[config.mk]
export PLATFORM = sky130hd
export DESIGN_NAME = tmr_core
export DESIGN_NICKNAME = d
export VERILOG_FILES = /design/src/pkg/tmr_pkg.sv /design/src/logic/tmr_sync.sv /design/src/logic/tmr_tick_gen.sv /design/src/logic/tmr_core.sv
export VERILOG_INCLUDE_DIRS = /design/src /design/src/pkg
export SDC_FILE = /design/constraint.sdc
export NUM_CORES = 1
export LEC_CHECK = 0
export BUFFER_PORTS_ARGS = -buffer_cell sky130_fd_sc_hd__buf_2
export CORE_UTILIZATION = 50
export CTS_BUF_LIST = sky130_fd_sc_hd__clkbuf_8 sky130_fd_sc_hd__clkbuf_16
export DETAILED_ROUTE_END_ITERATION = 16
export GPL_TIMING_DRIVEN = 0
export PLACE_DENSITY = 0.76
export SETUP_SLACK_MARGIN = 0.15
export SYNTH_ARGS = -nofsm -noshare
export SYNTH_HDL_FRONTEND = slang
export SYNTH_SLANG_ARGS = --single-unit
[constraint.sdc]
create_clock -name core_clk -period 11.2 [get_ports core_clk]
set_input_delay 2.24 -clock core_clk [delete_from_list [all_inputs] [get_ports core_clk]]
set_output_delay 2.24 -clock core_clk [all_outputs]
set_load 0.01 [all_outputs]
[src/pkg/tmr_defines.svh]
// offsets, field positions, reset values and timing counts of the timer
`ifndef TMR_DEFINES_SVH
`define TMR_DEFINES_SVH
// ************************************************************
// register offsets on the 8-bit register port
// ************************************************************
`define TMR_ADDR_CTRL_A 4'h0
`define TMR_ADDR_CTRL_B 4'h1
`define TMR_ADDR_CNT_LO 4'h2
`define TMR_ADDR_CNT_HI 4'h3
`define TMR_ADDR_CAP_LO 4'h4
`define TMR_ADDR_CAP_HI 4'h5
`define TMR_ADDR_CMPA_LO 4'h6
`define TMR_ADDR_CMPA_HI 4'h7
`define TMR_ADDR_FLAGS 4'h8
`define TMR_ADDR_IRQ_EN 4'h9
`define TMR_ADDR_CMP_CS 4'ha
// ************************************************************
// field positions
// ************************************************************
`define TMR_B_NF 7
`define TMR_B_EDGE 6
`define TMR_B_WGM_HI 4
`define TMR_B_WGM_LO 3
`define TMR_B_CS_HI 2
`define TMR_A_WGM_HI 1
`define TMR_F_OVF 0
`define TMR_F_CAP 1
`define TMR_AC_SEL 2
// ************************************************************
// reset values and fixed counts
// ************************************************************
`define TMR_RST_BYTE 8'h00
`define TMR_RST_WORD 16'h0000
`define TMR_MAX 16'hffff
`define TMR_TOP_8 16'h00ff
`define TMR_TOP_9 16'h01ff
`define TMR_TOP_10 16'h03ff
`define TMR_NF_SAMPLES 4
// prescaler masks: tick when the masked bits are all ones
`define TMR_PRE_8 10'h007
`define TMR_PRE_64 10'h03f
`define TMR_PRE_256 10'h0ff
`define TMR_PRE_1024 10'h3ff
`endif

[src/pkg/tmr_pkg.sv]
// types shared by the timer design files
package tmr_pkg;
  // ************************************************************
  // counting direction of dual-slope modes
  // ************************************************************
  typedef enum logic [0:0] {
    TMR_UP = 1'b0,
    TMR_DOWN = 1'b1
  } tmr_dir_e;
  // waveform mode field
  typedef logic [3:0] tmr_mode_t;
endpackage

[src/logic/tmr_sync.sv]
// three-flop synchroniser plus hold flop that passes a change once s2 and s3 agree
module tmr_sync (
  input wire logic core_clk,
  input wire logic rst_n,
  input wire logic async_in,
  output logic sync_out
);
  // ************************************************************
  // synchroniser chain
  // ************************************************************
  logic s1_ff; // first stage, read only by s2
  logic s2_ff;
  logic s3_ff;
  logic out_ff;
  // stage shift and agreement hold
  always_ff @(posedge core_clk or negedge rst_n) begin
    if (!rst_n) begin
      s1_ff <= 1'b0;
      s2_ff <= 1'b0;
      s3_ff <= 1'b0;
      out_ff <= 1'b0;
    end else begin
      s1_ff <= async_in;
      s2_ff <= s1_ff;
      s3_ff <= s2_ff;
      out_ff <= (s2_ff == s3_ff) ? s3_ff : out_ff;
    end
  end
  assign sync_out = out_ff;
endmodule

[src/logic/tmr_tick_gen.sv]
// timer tick source: prescaled core clock or external pin edge
`include "tmr_defines.svh"
module tmr_tick_gen (
  input wire logic core_clk,
  input wire logic rst_n,
  input wire logic [2:0] tick_source_select,
  input wire logic ext_tick_sync,
  output logic timer_tick
);
  // ************************************************************
  // prescaler and external edge
  // ************************************************************
  logic [9:0] pre_ff; // free running prescaler
  logic ext_prev_ff; // last external level
  logic ext_rise; // rising edge on pin
  logic ext_fall; // falling edge on pin
  // prescaler counts every core cycle
  always_ff @(posedge core_clk or negedge rst_n) begin
    if (!rst_n) begin
      pre_ff <= 10'h000;
      ext_prev_ff <= 1'b0;
    end else begin
      pre_ff <= pre_ff + 10'h001;
      ext_prev_ff <= ext_tick_sync;
    end
  end
  assign ext_rise = ext_tick_sync & ~ext_prev_ff;
  assign ext_fall = ~ext_tick_sync & ext_prev_ff;
  // source and edge selection
  always_comb begin
    case (tick_source_select)
      3'h0: timer_tick = 1'b0;
      3'h1: timer_tick = 1'b1;
      3'h2: timer_tick = (pre_ff & `TMR_PRE_8) == `TMR_PRE_8;
      3'h3: timer_tick = (pre_ff & `TMR_PRE_64) == `TMR_PRE_64;
      3'h4: timer_tick = (pre_ff & `TMR_PRE_256) == `TMR_PRE_256;
      3'h5: timer_tick = (pre_ff & `TMR_PRE_1024) == `TMR_PRE_1024;
      3'h6: timer_tick = ext_fall;
      3'h7: timer_tick = ext_rise;
      default: timer_tick = 1'b0;
    endcase
  end
endmodule

[src/logic/tmr_core.sv]
// 16-bit timer counter with shared byte latch and input capture
//
// Operation
// - one latch write serves several low writes
// - source select zero stops the counter
// - counter clears, increments or decrements per tick
// - top and floor indications from the counter
// - low count read loads latch with upper
// - low count write loads latch plus byte
// - software count write beats counting
// - count access works with ticks stopped
// - four-bit mode split over two controls
// - overflow flag set where mode says
// - matching edge copies count into capture
// - capture flag set same cycle as copy
// - enabled capture flag raises irq, clears
// - capture low read loads latch with upper
// - capture writable only in capture-top modes
// - comparator select switches capture trigger source
// - filter changes after four equal samples
// - filter enable bit, core clock, latency
// - capture input off in capture-top modes
// - capture pin sampled regardless of direction
// - new capture overwrites previous value
// - top from fixed values, compare or capture
// - tick from prescaler or external pin edge
`include "tmr_defines.svh"
module tmr_core (
  input wire logic core_clk,
  input wire logic rst_n,
  input wire logic [3:0] reg_addr,
  input wire logic [7:0] reg_wdata,
  input wire logic reg_wr,
  input wire logic reg_rd,
  output logic [7:0] reg_rdata,
  input wire logic capture_pin,
  input wire logic comparator_output,
  input wire logic external_tick_pin,
  input wire logic ovf_irq_ack,
  input wire logic cap_irq_ack,
  output logic ovf_irq,
  output logic cap_irq,
  output logic at_top,
  output logic at_count_floor
);
  // ************************************************************
  // mode decoding functions
  // ************************************************************
  // top value of the sequence for a mode
  function automatic logic [15:0] mode_top(
    input tmr_pkg::tmr_mode_t m,
    input logic [15:0] cmpa,
    input logic [15:0] cap
  );
    case (m)
      4'h1, 4'h5: mode_top = `TMR_TOP_8;
      4'h2, 4'h6: mode_top = `TMR_TOP_9;
      4'h3, 4'h7: mode_top = `TMR_TOP_10;
      4'h4, 4'h9, 4'hb, 4'hf: mode_top = cmpa;
      4'h8, 4'ha, 4'hc, 4'he: mode_top = cap;
      default: mode_top = `TMR_MAX;
    endcase
  endfunction
  // mode counts up then down
  function automatic logic mode_dual(input tmr_pkg::tmr_mode_t m);
    case (m)
      4'h1, 4'h2, 4'h3, 4'h8, 4'h9, 4'ha, 4'hb: mode_dual = 1'b1;
      default: mode_dual = 1'b0;
    endcase
  endfunction
  // mode uses the capture register as top
  function automatic logic mode_cap_top(input tmr_pkg::tmr_mode_t m);
    case (m)
      4'h8, 4'ha, 4'hc, 4'he: mode_cap_top = 1'b1;
      default: mode_cap_top = 1'b0;
    endcase
  endfunction
  // mode clears at its compare or capture top and flags at max
  function automatic logic mode_ctc(input tmr_pkg::tmr_mode_t m);
    mode_ctc = (m == 4'h4) || (m == 4'hc);
  endfunction

  // ************************************************************
  // registers
  // ************************************************************
  logic [7:0] control_reg_a_ff; // mode low bits
  logic [7:0] control_reg_b_ff; // filter, edge, mode high, source
  logic [7:0] comparator_ctrl_status_ff; // trigger source select
  logic [1:0] irq_en_ff; // overflow and capture enables
  logic [15:0] count_value_ff; // the counter
  logic [15:0] capture_register_ff; // captured time stamp
  logic [15:0] compare_a_register_ff; // compare value used as top
  logic [7:0] temp_ff; // shared high-byte latch
  logic overflow_flag_ff; // sticky overflow
  logic capture_flag_ff; // sticky capture
  logic [7:0] rdata_ff; // read answer, one cycle late
  tmr_pkg::tmr_dir_e dir_ff; // dual-slope direction
  logic [3:0] nf_hist_ff; // last filter samples
  logic nf_out_ff; // filtered trigger level
  logic edge_prev_ff; // last level seen by edge detector

  // ************************************************************
  // decode
  // ************************************************************
  tmr_pkg::tmr_mode_t waveform_mode_field;
  logic [2:0] tick_source_select;
  logic noise_filter_enable;
  logic capture_rising;
  logic comparator_capture_select;
  logic [15:0] top_value;
  logic is_dual;
  logic is_cap_top;
  logic wr_ctrl_a, wr_ctrl_b, wr_cmp_cs, wr_irq_en, wr_flags;
  logic wr_cnt_lo, wr_cnt_hi, wr_cap_lo, wr_cap_hi;
  logic wr_cmpa_lo, wr_cmpa_hi;
  logic rd_cnt_lo, rd_cap_lo;
  logic wr_cap_ok;
  logic latch_load;
  logic [7:0] latch_next;
  logic [7:0] nxt_rdata;

  assign waveform_mode_field = {
    control_reg_b_ff[`TMR_B_WGM_HI:`TMR_B_WGM_LO],
    control_reg_a_ff[`TMR_A_WGM_HI:0]};
  assign tick_source_select = control_reg_b_ff[`TMR_B_CS_HI:0];
  assign noise_filter_enable = control_reg_b_ff[`TMR_B_NF];
  assign capture_rising = control_reg_b_ff[`TMR_B_EDGE];
  assign comparator_capture_select =
    comparator_ctrl_status_ff[`TMR_AC_SEL];
  assign top_value = mode_top(waveform_mode_field,
    compare_a_register_ff, capture_register_ff);
  assign is_dual = mode_dual(waveform_mode_field);
  assign is_cap_top = mode_cap_top(waveform_mode_field);

  // write and read strobes per location
  assign wr_ctrl_a = reg_wr && (reg_addr == `TMR_ADDR_CTRL_A);
  assign wr_ctrl_b = reg_wr && (reg_addr == `TMR_ADDR_CTRL_B);
  assign wr_cmp_cs = reg_wr && (reg_addr == `TMR_ADDR_CMP_CS);
  assign wr_irq_en = reg_wr && (reg_addr == `TMR_ADDR_IRQ_EN);
  assign wr_flags = reg_wr && (reg_addr == `TMR_ADDR_FLAGS);
  assign wr_cnt_lo = reg_wr && (reg_addr == `TMR_ADDR_CNT_LO);
  assign wr_cnt_hi = reg_wr && (reg_addr == `TMR_ADDR_CNT_HI);
  assign wr_cap_lo = reg_wr && (reg_addr == `TMR_ADDR_CAP_LO);
  assign wr_cap_hi = reg_wr && (reg_addr == `TMR_ADDR_CAP_HI);
  assign wr_cmpa_lo = reg_wr && (reg_addr == `TMR_ADDR_CMPA_LO);
  assign wr_cmpa_hi = reg_wr && (reg_addr == `TMR_ADDR_CMPA_HI);
  assign rd_cnt_lo = reg_rd && (reg_addr == `TMR_ADDR_CNT_LO);
  assign rd_cap_lo = reg_rd && (reg_addr == `TMR_ADDR_CAP_LO);
  assign wr_cap_ok = wr_cap_lo && is_cap_top;

  // ************************************************************
  // shared high-byte latch
  // ************************************************************
  // every high write loads it; count and capture low reads fill it; low writes leave it
  assign latch_load = wr_cnt_hi || wr_cap_hi || wr_cmpa_hi ||
                      rd_cnt_lo || rd_cap_lo;
  assign latch_next = rd_cnt_lo ? count_value_ff[15:8] :
                      rd_cap_lo ? capture_register_ff[15:8] :
                      reg_wdata;
  // latch register
  always_ff @(posedge core_clk or negedge rst_n) begin
    if (!rst_n) begin
      temp_ff <= `TMR_RST_BYTE;
    end else if (latch_load) begin
      temp_ff <= latch_next;
    end
  end

  // ************************************************************
  // read mux
  // ************************************************************
  // upper locations of count and capture return the latch
  always_comb begin
    nxt_rdata = 8'h00;
    case (reg_addr)
      `TMR_ADDR_CTRL_A: nxt_rdata = control_reg_a_ff;
      `TMR_ADDR_CTRL_B: nxt_rdata = control_reg_b_ff;
      `TMR_ADDR_CNT_LO: nxt_rdata = count_value_ff[7:0];
      `TMR_ADDR_CNT_HI: nxt_rdata = temp_ff;
      `TMR_ADDR_CAP_LO: nxt_rdata = capture_register_ff[7:0];
      `TMR_ADDR_CAP_HI: nxt_rdata = temp_ff;
      `TMR_ADDR_CMPA_LO: nxt_rdata = compare_a_register_ff[7:0];
      `TMR_ADDR_CMPA_HI: nxt_rdata = compare_a_register_ff[15:8];
      `TMR_ADDR_FLAGS: nxt_rdata = {6'h00, capture_flag_ff,
                                    overflow_flag_ff};
      `TMR_ADDR_IRQ_EN: nxt_rdata = {6'h00, irq_en_ff};
      `TMR_ADDR_CMP_CS: nxt_rdata = comparator_ctrl_status_ff;
      default: nxt_rdata = 8'h00; // unmapped reads zero
    endcase
  end
  // answer stands only in the cycle after the read strobe
  always_ff @(posedge core_clk or negedge rst_n) begin
    if (!rst_n) begin
      rdata_ff <= `TMR_RST_BYTE;
    end else begin
      rdata_ff <= reg_rd ? nxt_rdata : 8'h00;
    end
  end
  assign reg_rdata = rdata_ff;

  // ************************************************************
  // control registers
  // ************************************************************
  always_ff @(posedge core_clk or negedge rst_n) begin
    if (!rst_n) begin
      control_reg_a_ff <= `TMR_RST_BYTE;
      control_reg_b_ff <= `TMR_RST_BYTE;
      comparator_ctrl_status_ff <= `TMR_RST_BYTE;
      irq_en_ff <= 2'h0;
    end else begin
      if (wr_ctrl_a) control_reg_a_ff <= reg_wdata;
      if (wr_ctrl_b) control_reg_b_ff <= reg_wdata;
      if (wr_cmp_cs) comparator_ctrl_status_ff <= reg_wdata;
      if (wr_irq_en) irq_en_ff <= reg_wdata[1:0];
    end
  end
  // compare register, written through the latch
  always_ff @(posedge core_clk or negedge rst_n) begin
    if (!rst_n) begin
      compare_a_register_ff <= `TMR_RST_WORD;
    end else if (wr_cmpa_lo) begin
      compare_a_register_ff <= {temp_ff, reg_wdata};
    end
  end

  // ************************************************************
  // tick source
  // ************************************************************
  logic ext_tick_sync;
  logic timer_tick;
  tmr_sync u_sync_ext (
    .core_clk(core_clk),
    .rst_n(rst_n),
    .async_in(external_tick_pin),
    .sync_out(ext_tick_sync)
  );
  tmr_tick_gen u_tick (
    .core_clk(core_clk),
    .rst_n(rst_n),
    .tick_source_select(tick_source_select),
    .ext_tick_sync(ext_tick_sync),
    .timer_tick(timer_tick)
  );

  // ************************************************************
  // counter unit
  // ************************************************************
  logic [15:0] nxt_count;
  tmr_pkg::tmr_dir_e nxt_dir;
  logic ovf_event;
  assign at_top = (count_value_ff == top_value);
  assign at_count_floor = (count_value_ff == `TMR_RST_WORD);
  // next count; a software low write wins over any tick
  always_comb begin
    nxt_count = count_value_ff;
    nxt_dir = dir_ff;
    if (wr_cnt_lo) begin
      nxt_count = {temp_ff, reg_wdata};
    end else if (timer_tick && is_dual) begin
      if (dir_ff == tmr_pkg::TMR_UP) begin
        if (count_value_ff >= top_value) begin
          nxt_dir = tmr_pkg::TMR_DOWN;
          nxt_count = count_value_ff - 16'h0001;
        end else begin
          nxt_count = count_value_ff + 16'h0001;
        end
      end else if (at_count_floor) begin
        nxt_dir = tmr_pkg::TMR_UP;
        nxt_count = count_value_ff + 16'h0001;
      end else begin
        nxt_count = count_value_ff - 16'h0001;
      end
    end else if (timer_tick) begin
      // single slope: clear at top, else count up
      nxt_count = at_top ? `TMR_RST_WORD :
                  count_value_ff + 16'h0001;
    end
  end
  // overflow point depends on the mode
  assign ovf_event = timer_tick && !wr_cnt_lo && (
    is_dual ? (dir_ff == tmr_pkg::TMR_DOWN && at_count_floor) :
    mode_ctc(waveform_mode_field) ? (count_value_ff == `TMR_MAX) :
    at_top);
  // counter and direction registers
  always_ff @(posedge core_clk or negedge rst_n) begin
    if (!rst_n) begin
      count_value_ff <= `TMR_RST_WORD;
      dir_ff <= tmr_pkg::TMR_UP;
    end else begin
      count_value_ff <= nxt_count;
      dir_ff <= nxt_dir;
    end
  end

  // ************************************************************
  // input capture: sync, source mux, noise filter, edge detect
  // ************************************************************
  logic cap_pin_sync;
  logic comp_sync;
  logic trig_level;
  logic nf_all_equal;
  logic edge_level;
  logic cap_event;
  // pin level sampled whatever its port direction
  tmr_sync u_sync_cap (
    .core_clk(core_clk),
    .rst_n(rst_n),
    .async_in(capture_pin),
    .sync_out(cap_pin_sync)
  );
  tmr_sync u_sync_comp (
    .core_clk(core_clk),
    .rst_n(rst_n),
    .async_in(comparator_output),
    .sync_out(comp_sync)
  );
  assign trig_level = comparator_capture_select ? comp_sync :
                      cap_pin_sync;
  assign nf_all_equal = (nf_hist_ff == 4'hf) || (nf_hist_ff == 4'h0);
  assign edge_level = noise_filter_enable ? nf_out_ff : trig_level;
  // filter on the core clock: four equal samples move the output
  always_ff @(posedge core_clk or negedge rst_n) begin
    if (!rst_n) begin
      nf_hist_ff <= 4'h0;
      nf_out_ff <= 1'b0;
      edge_prev_ff <= 1'b0;
    end else begin
      nf_hist_ff <= {nf_hist_ff[2:0], trig_level};
      if (nf_all_equal) nf_out_ff <= nf_hist_ff[0];
      edge_prev_ff <= edge_level;
    end
  end
  // chosen edge; input ignored when capture register is top
  assign cap_event = !is_cap_top &&
    (capture_rising ? (edge_level && !edge_prev_ff) :
                      (!edge_level && edge_prev_ff));
  // capture register: every event overwrites
  always_ff @(posedge core_clk or negedge rst_n) begin
    if (!rst_n) begin
      capture_register_ff <= `TMR_RST_WORD;
    end else if (cap_event) begin
      capture_register_ff <= count_value_ff;
    end else if (wr_cap_ok) begin
      capture_register_ff <= {temp_ff, reg_wdata};
    end
  end

  // ************************************************************
  // sticky flags; a set in the clear cycle wins
  // ************************************************************
  logic clr_ovf;
  logic clr_cap;
  assign clr_ovf = (wr_flags && reg_wdata[`TMR_F_OVF]) || ovf_irq_ack;
  assign clr_cap = (wr_flags && reg_wdata[`TMR_F_CAP]) ||
                   cap_irq_ack;
  always_ff @(posedge core_clk or negedge rst_n) begin
    if (!rst_n) begin
      overflow_flag_ff <= 1'b0;
      capture_flag_ff <= 1'b0;
    end else begin
      overflow_flag_ff <= ovf_event || (overflow_flag_ff && !clr_ovf);
      capture_flag_ff <= cap_event ||
                         (capture_flag_ff && !clr_cap);
    end
  end
  assign ovf_irq = overflow_flag_ff && irq_en_ff[`TMR_F_OVF];
  assign cap_irq = capture_flag_ff && irq_en_ff[`TMR_F_CAP];
endmodule

# Word-level counts from Yosys, hierarchy flattened
# Index checks and enable logic that the tools add are counted.
[op_classes] n_addsub=3 n_reduce_logical=57 order_cmp=1 bitwise=5 n_eq_ne=41 muxes=25
[op_table] op="16-bit 2-to-1 mux" n=9
[op_table] op="16-bit case mux with 5 select lines" n=1
[op_table] op="8-bit case mux with 10 select lines" n=1
[op_table] op="4-bit == test (second input constant)" n=11
[op_table] op="4-bit by 3-bit == test with 1-bit output (second input constant)" n=8
[op_table] op="1-bit logical AND" n=27
[op_table] op="8-bit 2-to-1 mux" n=3
[op_table] op="16-bit by 1-bit adder with 16-bit output (second input constant)" n=1
[op_table] op="16-bit == test" n=1
[op_table] op="16-bit == test (second input constant)" n=1
[op_table] op="4-bit by 2-bit == test with 1-bit output (second input constant)" n=4
[op_table] op="16-bit greater-or-equal comparator" n=1
[op_table] op="16-bit logical NOT" n=1
[op_table] op="16-bit by 1-bit subtractor with 16-bit output (second input constant)" n=1
[op_table] op="3-bit == test (second input constant)" n=5
[op_table] op="10-bit by 1-bit adder with 10-bit output (second input constant)" n=1
[op_table] op="10-bit == test (second input constant)" n=1
[op_table] op="1-bit logical OR" n=10
[op_table] op="1-bit 2-to-1 mux" n=10
[op_table] op="4-bit by 1-bit == test with 1-bit output (second input constant)" n=2
[op_table] op="8-bit == test (second input constant)" n=1
[op_table] op="4-bit logical NOT" n=2
[op_table] op="1-bit case mux with 8 select lines" n=1
[op_table] op="2-bit OR reduction" n=4
[op_table] op="13 further kinds" n=25
[totals] regBits=122 in_bits=21 output_inout_bits=12 word_cells=161

# Logic depth before layout (Yosys ltp)
[depth] ltp_word=8 depth_mapped=16 mapped_depth_nobuf=13

# Cells and area by module
# Synthesis repeated with hierarchy kept, for this count alone.
[hier_totals] hier_cells=759 area_unflattened_um2=7169.4
[modules_own_cells] module="tmr_core" seq_area_each_um2=2477.4 cells_each=700 area_each_um2=6351.1 instances=1
[modules_own_cells] module="tmr_tick_gen" seq_area_each_um2=275.3 cells_each=44 area_each_um2=484.2 instances=1
[modules_own_cells] module="tmr_sync" seq_area_each_um2=100.1 cells_each=5 area_each_um2=111.4 instances=3

# Worst setup path after synthesis
# OpenSTA, ideal clock, no wires.
[synth_path] path_type="reg-to-output" from="reg control_reg_a_ff[1]" to="out at_top" required_ns=8.960 slack_ns=6.420 path_stages_with_launch=11 n_path_buf=2 t_arrival_ns=2.540 cell_sequence="dfrtp_1 -> clkbuf_1 -> nor2b_1 -> clkbuf_1 -> o21ai_1 -> nor2_1 -> nor2_1 -> ha_1 -> nand4_1 -> or4_4 -> nor2_1"
[synth_between] elab_chain_len=4 elab_cells_between_ends=21 cone_classes="15 x eq/ne; 1 x mux; 5 x reduce/logical"
[synth_lines] element="start: declaration" line="tmr_core.sv:86" source="logic [7:0] control_reg_a_ff;"
[synth_lines] element="start signal: assignment" line="tmr_core.sv:206" source="control_reg_a_ff <= `TMR_RST_BYTE;"
[synth_lines] element="start signal: assignment" line="tmr_core.sv:211" source="if (wr_ctrl_a) control_reg_a_ff <= reg_wdata;"
[synth_lines] element="4-bit == test (tied with other cells)" line="tmr_core.sv:55" source="case (m)"
[synth_lines] element="4-bit OR reduction / 2-bit OR reduction (equally long branches)" line="tmr_core.sv:55"
[synth_lines] element="16-bit case mux with 5 select lines (*)" line="tmr_core.sv:55"
[synth_lines] element="16-bit == test (*)" line="tmr_core.sv:251" source="assign at_top = (count_value_ff == top_value);"
[synth_lines] element="end: declaration" line="tmr_core.sv:43" source="output logic at_top,"
# Every way passes the cells marked *; elsewhere a longest branch is shown, timed or not.

# Worst setup path in the final report
# Ends and elaborated chain as after synthesis.

==> impl_metrics.py <==
metrics = {
    "status": {
        "status": "finished, final reports clean",
    },
    "final_layout": {
        "fillers": 1195,
        "final_common_cell": "dfrtp_1",
        "final_cell_mix": "122 x dfrtp_1, 82 x nand2_1, 55 x nor2_1",
        "drive_gt1_frac": 0.172,
        "antenna_cells": 0,
        "area_growth_pct": 14.2,
        "multi_input_area_sq_um": 3800,
        "post-route-util": 0.584,
        "seq_area_sq_um": 3050,
        "layout.nets": 819,
    },
    "placement": {
        "portBuffers": 27,
        "dpl.hpwl_um": 16200,
        "dp_slack_ns": 5.69,
        "gp_congestion": 0.963,
    },
    "grt": {
        "busiest_layer": "met2",
        "met2_usage": 0.475,
        "grt_use_total": 0.322,
        "gr-total-overflow": 0,
        "grt_pass1_vias": 6187,
        "antenna_found_initial": 0,
        "grtUsageMet1": 0.440,
        "grt_max_degree": 76,
        "grt_util_met3": 0.0789,
        "grt_first_pass_wirelength_um": 34900,
    },
    "job": {
        "drv_cap": 0,
    },
    "timing": {
        "hold_viol_final": 0,
        "max_freq_mhz": 165,
        "hold_ws_ns": 0.358,
        "worst_pin_slew_ns": 1.03,
        "timing.final.ws_setup_ns": 5.12,
        "rsz0062_at_grt": "no",
        "max_slew_margin": 0.313,
        "setup_viol": 0,
        "drv_slew": 0,
        "fin_crit_ns": 6.08,
        "fin_setup_tns_ns": 0,
        "finalCritPeriodShare": 0.542,
        "finalClockSkew_ns": 0.0106,
    },
    "logic_synthesis": {
        "ys_warn_count": 0,
        "synthTopCellsByArea": "dfrtp_1 43%, mux2_2 7.5%, nand2_1 4.3%",
        "netlist.area_leader.share": 0.430,
        "yosysSeqAreaShare": 0.430,
        "synth_top_area_cell": "dfrtp_1",
        "synth_area_per_cell_sq_um": 9.72,
        "synthArstFlopShare": 1.00,
        "synth_nets": 772,
        "synth_seq_cells": 122,
        "synth-edff-count": 0,
        "syn_area_sq_um": 7090,
        "netlist-cell-type-count": 72,
        "ys.flop_type": "dfrtp_1",
        "syn_inst": 730,
    },
    "clocking": {
        "htree_levels": 4,
        "root_buffer": "clkbuf_16",
        "cts_buffer_depth": 2,
        "cts.clk_slew.worst_paths_ns": 0.06,
        "cts_buffers": 17,
        "clk_latency_ns": 0.43,
        "cts_num_sinks": 122,
        "cts_resized": 0,
        "postCtsSetupRepairBufs": 0,
        "cts_tree": "built",
        "holdBufCountCts": 0,
    },
    "critical_path": {
        "worstSetupStartpointType": "flop",
        "critPathArrivalTime_ns": 3.84,
        "required_ns": 8.96,
        "slowest_delay_ns": 0.49,
        "worstPathCellList": "clkbuf_1 -> nor2b_1 -> clkbuf_1 -> o21ai_1 -> nor2_1 -> nor2_1 -> ha_1 -> nand4_1 -> or4_4 -> nor2_1 -> buf_2",
        "critPathSlowestCell": "nor2_1",
        "path_max_fanout": 10,
        "path_common_cell": "nor2_1",
        "crit_type": "flop to output port",
        "critPathCaptureType": "output port",
    },
    "routing": {
        "drc": 0,
        "vias": 6346,
        "antenna_left": 0,
        "wl_um": 22400,
        "drtIter0Drc": 737,
        "drtPass1Iterations": 5,
        "wl_per_cell_um": 23.1,
        "avgViaCountPerCell": 6.54,
    },
    "floorplanning": {
        "start_util": 0.511,
        "rows": 43,
        "dieArea_sq_um": 14700,
        "die_h_um": 121,
        "boundaryPins": 33,
        "dieWidth_um": 121,
        "core_area_sq_um": 13900,
    },
    "power": {
        "p_leak_nw": 3.57,
        "ir_drop_v": 0.000196,
        "total_power_mw": 1.92,
        "p_seq_frac": 0.351,
        "internal-power_mw": 1.17,
        "power_density_nw_per_um2": 238,
        "p_sw_mw": 0.752,
        "combPwrFrac": 0.352,
        "clock_power_share": 0.297,
        "p_sw_frac": 0.391,
    },
    "hold_path": {
        "hold_path.class": "flop to flop",
    },
}
==> kinds of logic after synthesis <==
kind of cell / after synthesis / synth area share
flip-flops: 122 / 0.430
AND/OR/NAND/NOR: 254 / 0.180
multiplexers: 67 / 0.103
buffers and inverters: 56 / 0.0337
AO/OA/AOI/OAI: 189 / 0.189
XOR/XNOR: 18 / 0.0222
adder cells (fa/ha/maj): 24 / 0.0413
==> path summary, 6_finish.rpt <==
kind	from	end	slack [ns]	cells past startpoint
worst max-delay path	control_reg_a_ff[1]	at_top	5.12	11
worst min-delay path	u_sync_comp.s1_ff	u_sync_comp.s2_ff	0.36	0
worst max register to register	control_reg_a_ff[1]	count_value_ff[11]	6.74	15
worst min register to register	u_sync_comp.s1_ff	u_sync_comp.s2_ff	0.36	0
max in group asynchronous	rst_n	nf_hist_ff[0]	8.72	2
min in group asynchronous	rst_n	count_value_ff[14]	1.75	1
==> Yosys cell counts, types with 10 or more instances <==
| cell type | instances |
|---|---|
| nor2_1 | 55 |
| mux2_2 | 47 |
| o21ai_0 | 36 |
| clkbuf_1 | 38 |
| and3_1 | 15 |
| a22oi_1 | 31 |
| nand3_1 | 23 |
| xnor2_1 | 10 |
| a21oi_1 | 39 |
| mux2i_1 | 20 |
| nand2b_1 | 10 |
| nand2_1 | 82 |
| nor3_1 | 17 |
| ha_1 | 21 |
| a22o_1 | 12 |
| dfrtp_1 | 122 |
==> worst max-delay path: cells and delay by family, from the launching register on <==
family,cells,cell delay (ns)
AO/OA/AOI/OAI,1,0.40
AND/OR/NAND/NOR,6,1.57
flip-flops,1,0.35
adder cells (fa/ha/maj),1,0.32
buffers and inverters,3,0.76
==> power groups by stage <==
stage,clock [mW],sequential (mW),combinational (mW)
CTS,0.578,0.669,0.664
floorplan,0,0.624,0.493
detailed placement,0,0.674,0.657
global route,0.598,0.684,0.739
finish,0.572,0.675,0.677
global placement,0,0.669,0.636
==> sequential cells by signal, summed over array words and instances (netlist names), 2 cells and up <==
signal / count
nf_hist_ff: 4
irq_en_ff: 2
u_tick.pre_ff: 10
temp_ff: 8
comparator_ctrl_status_ff: 8
count_value_ff: 16
reg_rdata: 8
capture_register_ff: 16
control_reg_a_ff: 8
compare_a_register_ff: 16
control_reg_b_ff: 8
==> area by class of cell <==
cell class              instances  area share
clock buffers                  17      0.0525
flip-flops and latches        122       0.377
inverters                       8     0.00371
clock inverters                15      0.0233
multi-input cells             552       0.469
well taps                     180      0.0278
plain buffers                  48      0.0258
repair buffers                 28      0.0208
==> layer usage <==
layer,up-vias,wire length [um]
met5,-,0
met4,0,900
met3,75,1960
met2,361,10100
met1,3117,9460
li1,2793,-
==> through the flow <==
stage | instances | instance area (sq um)
global placement | 937 | 7450
detailed placement | 938 | 7490
global route | 970 | 8100
floorplan | 730 | 7090
finish | 970 | 8100
CTS | 970 | 8100
No activity file was read; power rests on OpenSTA's default activity.
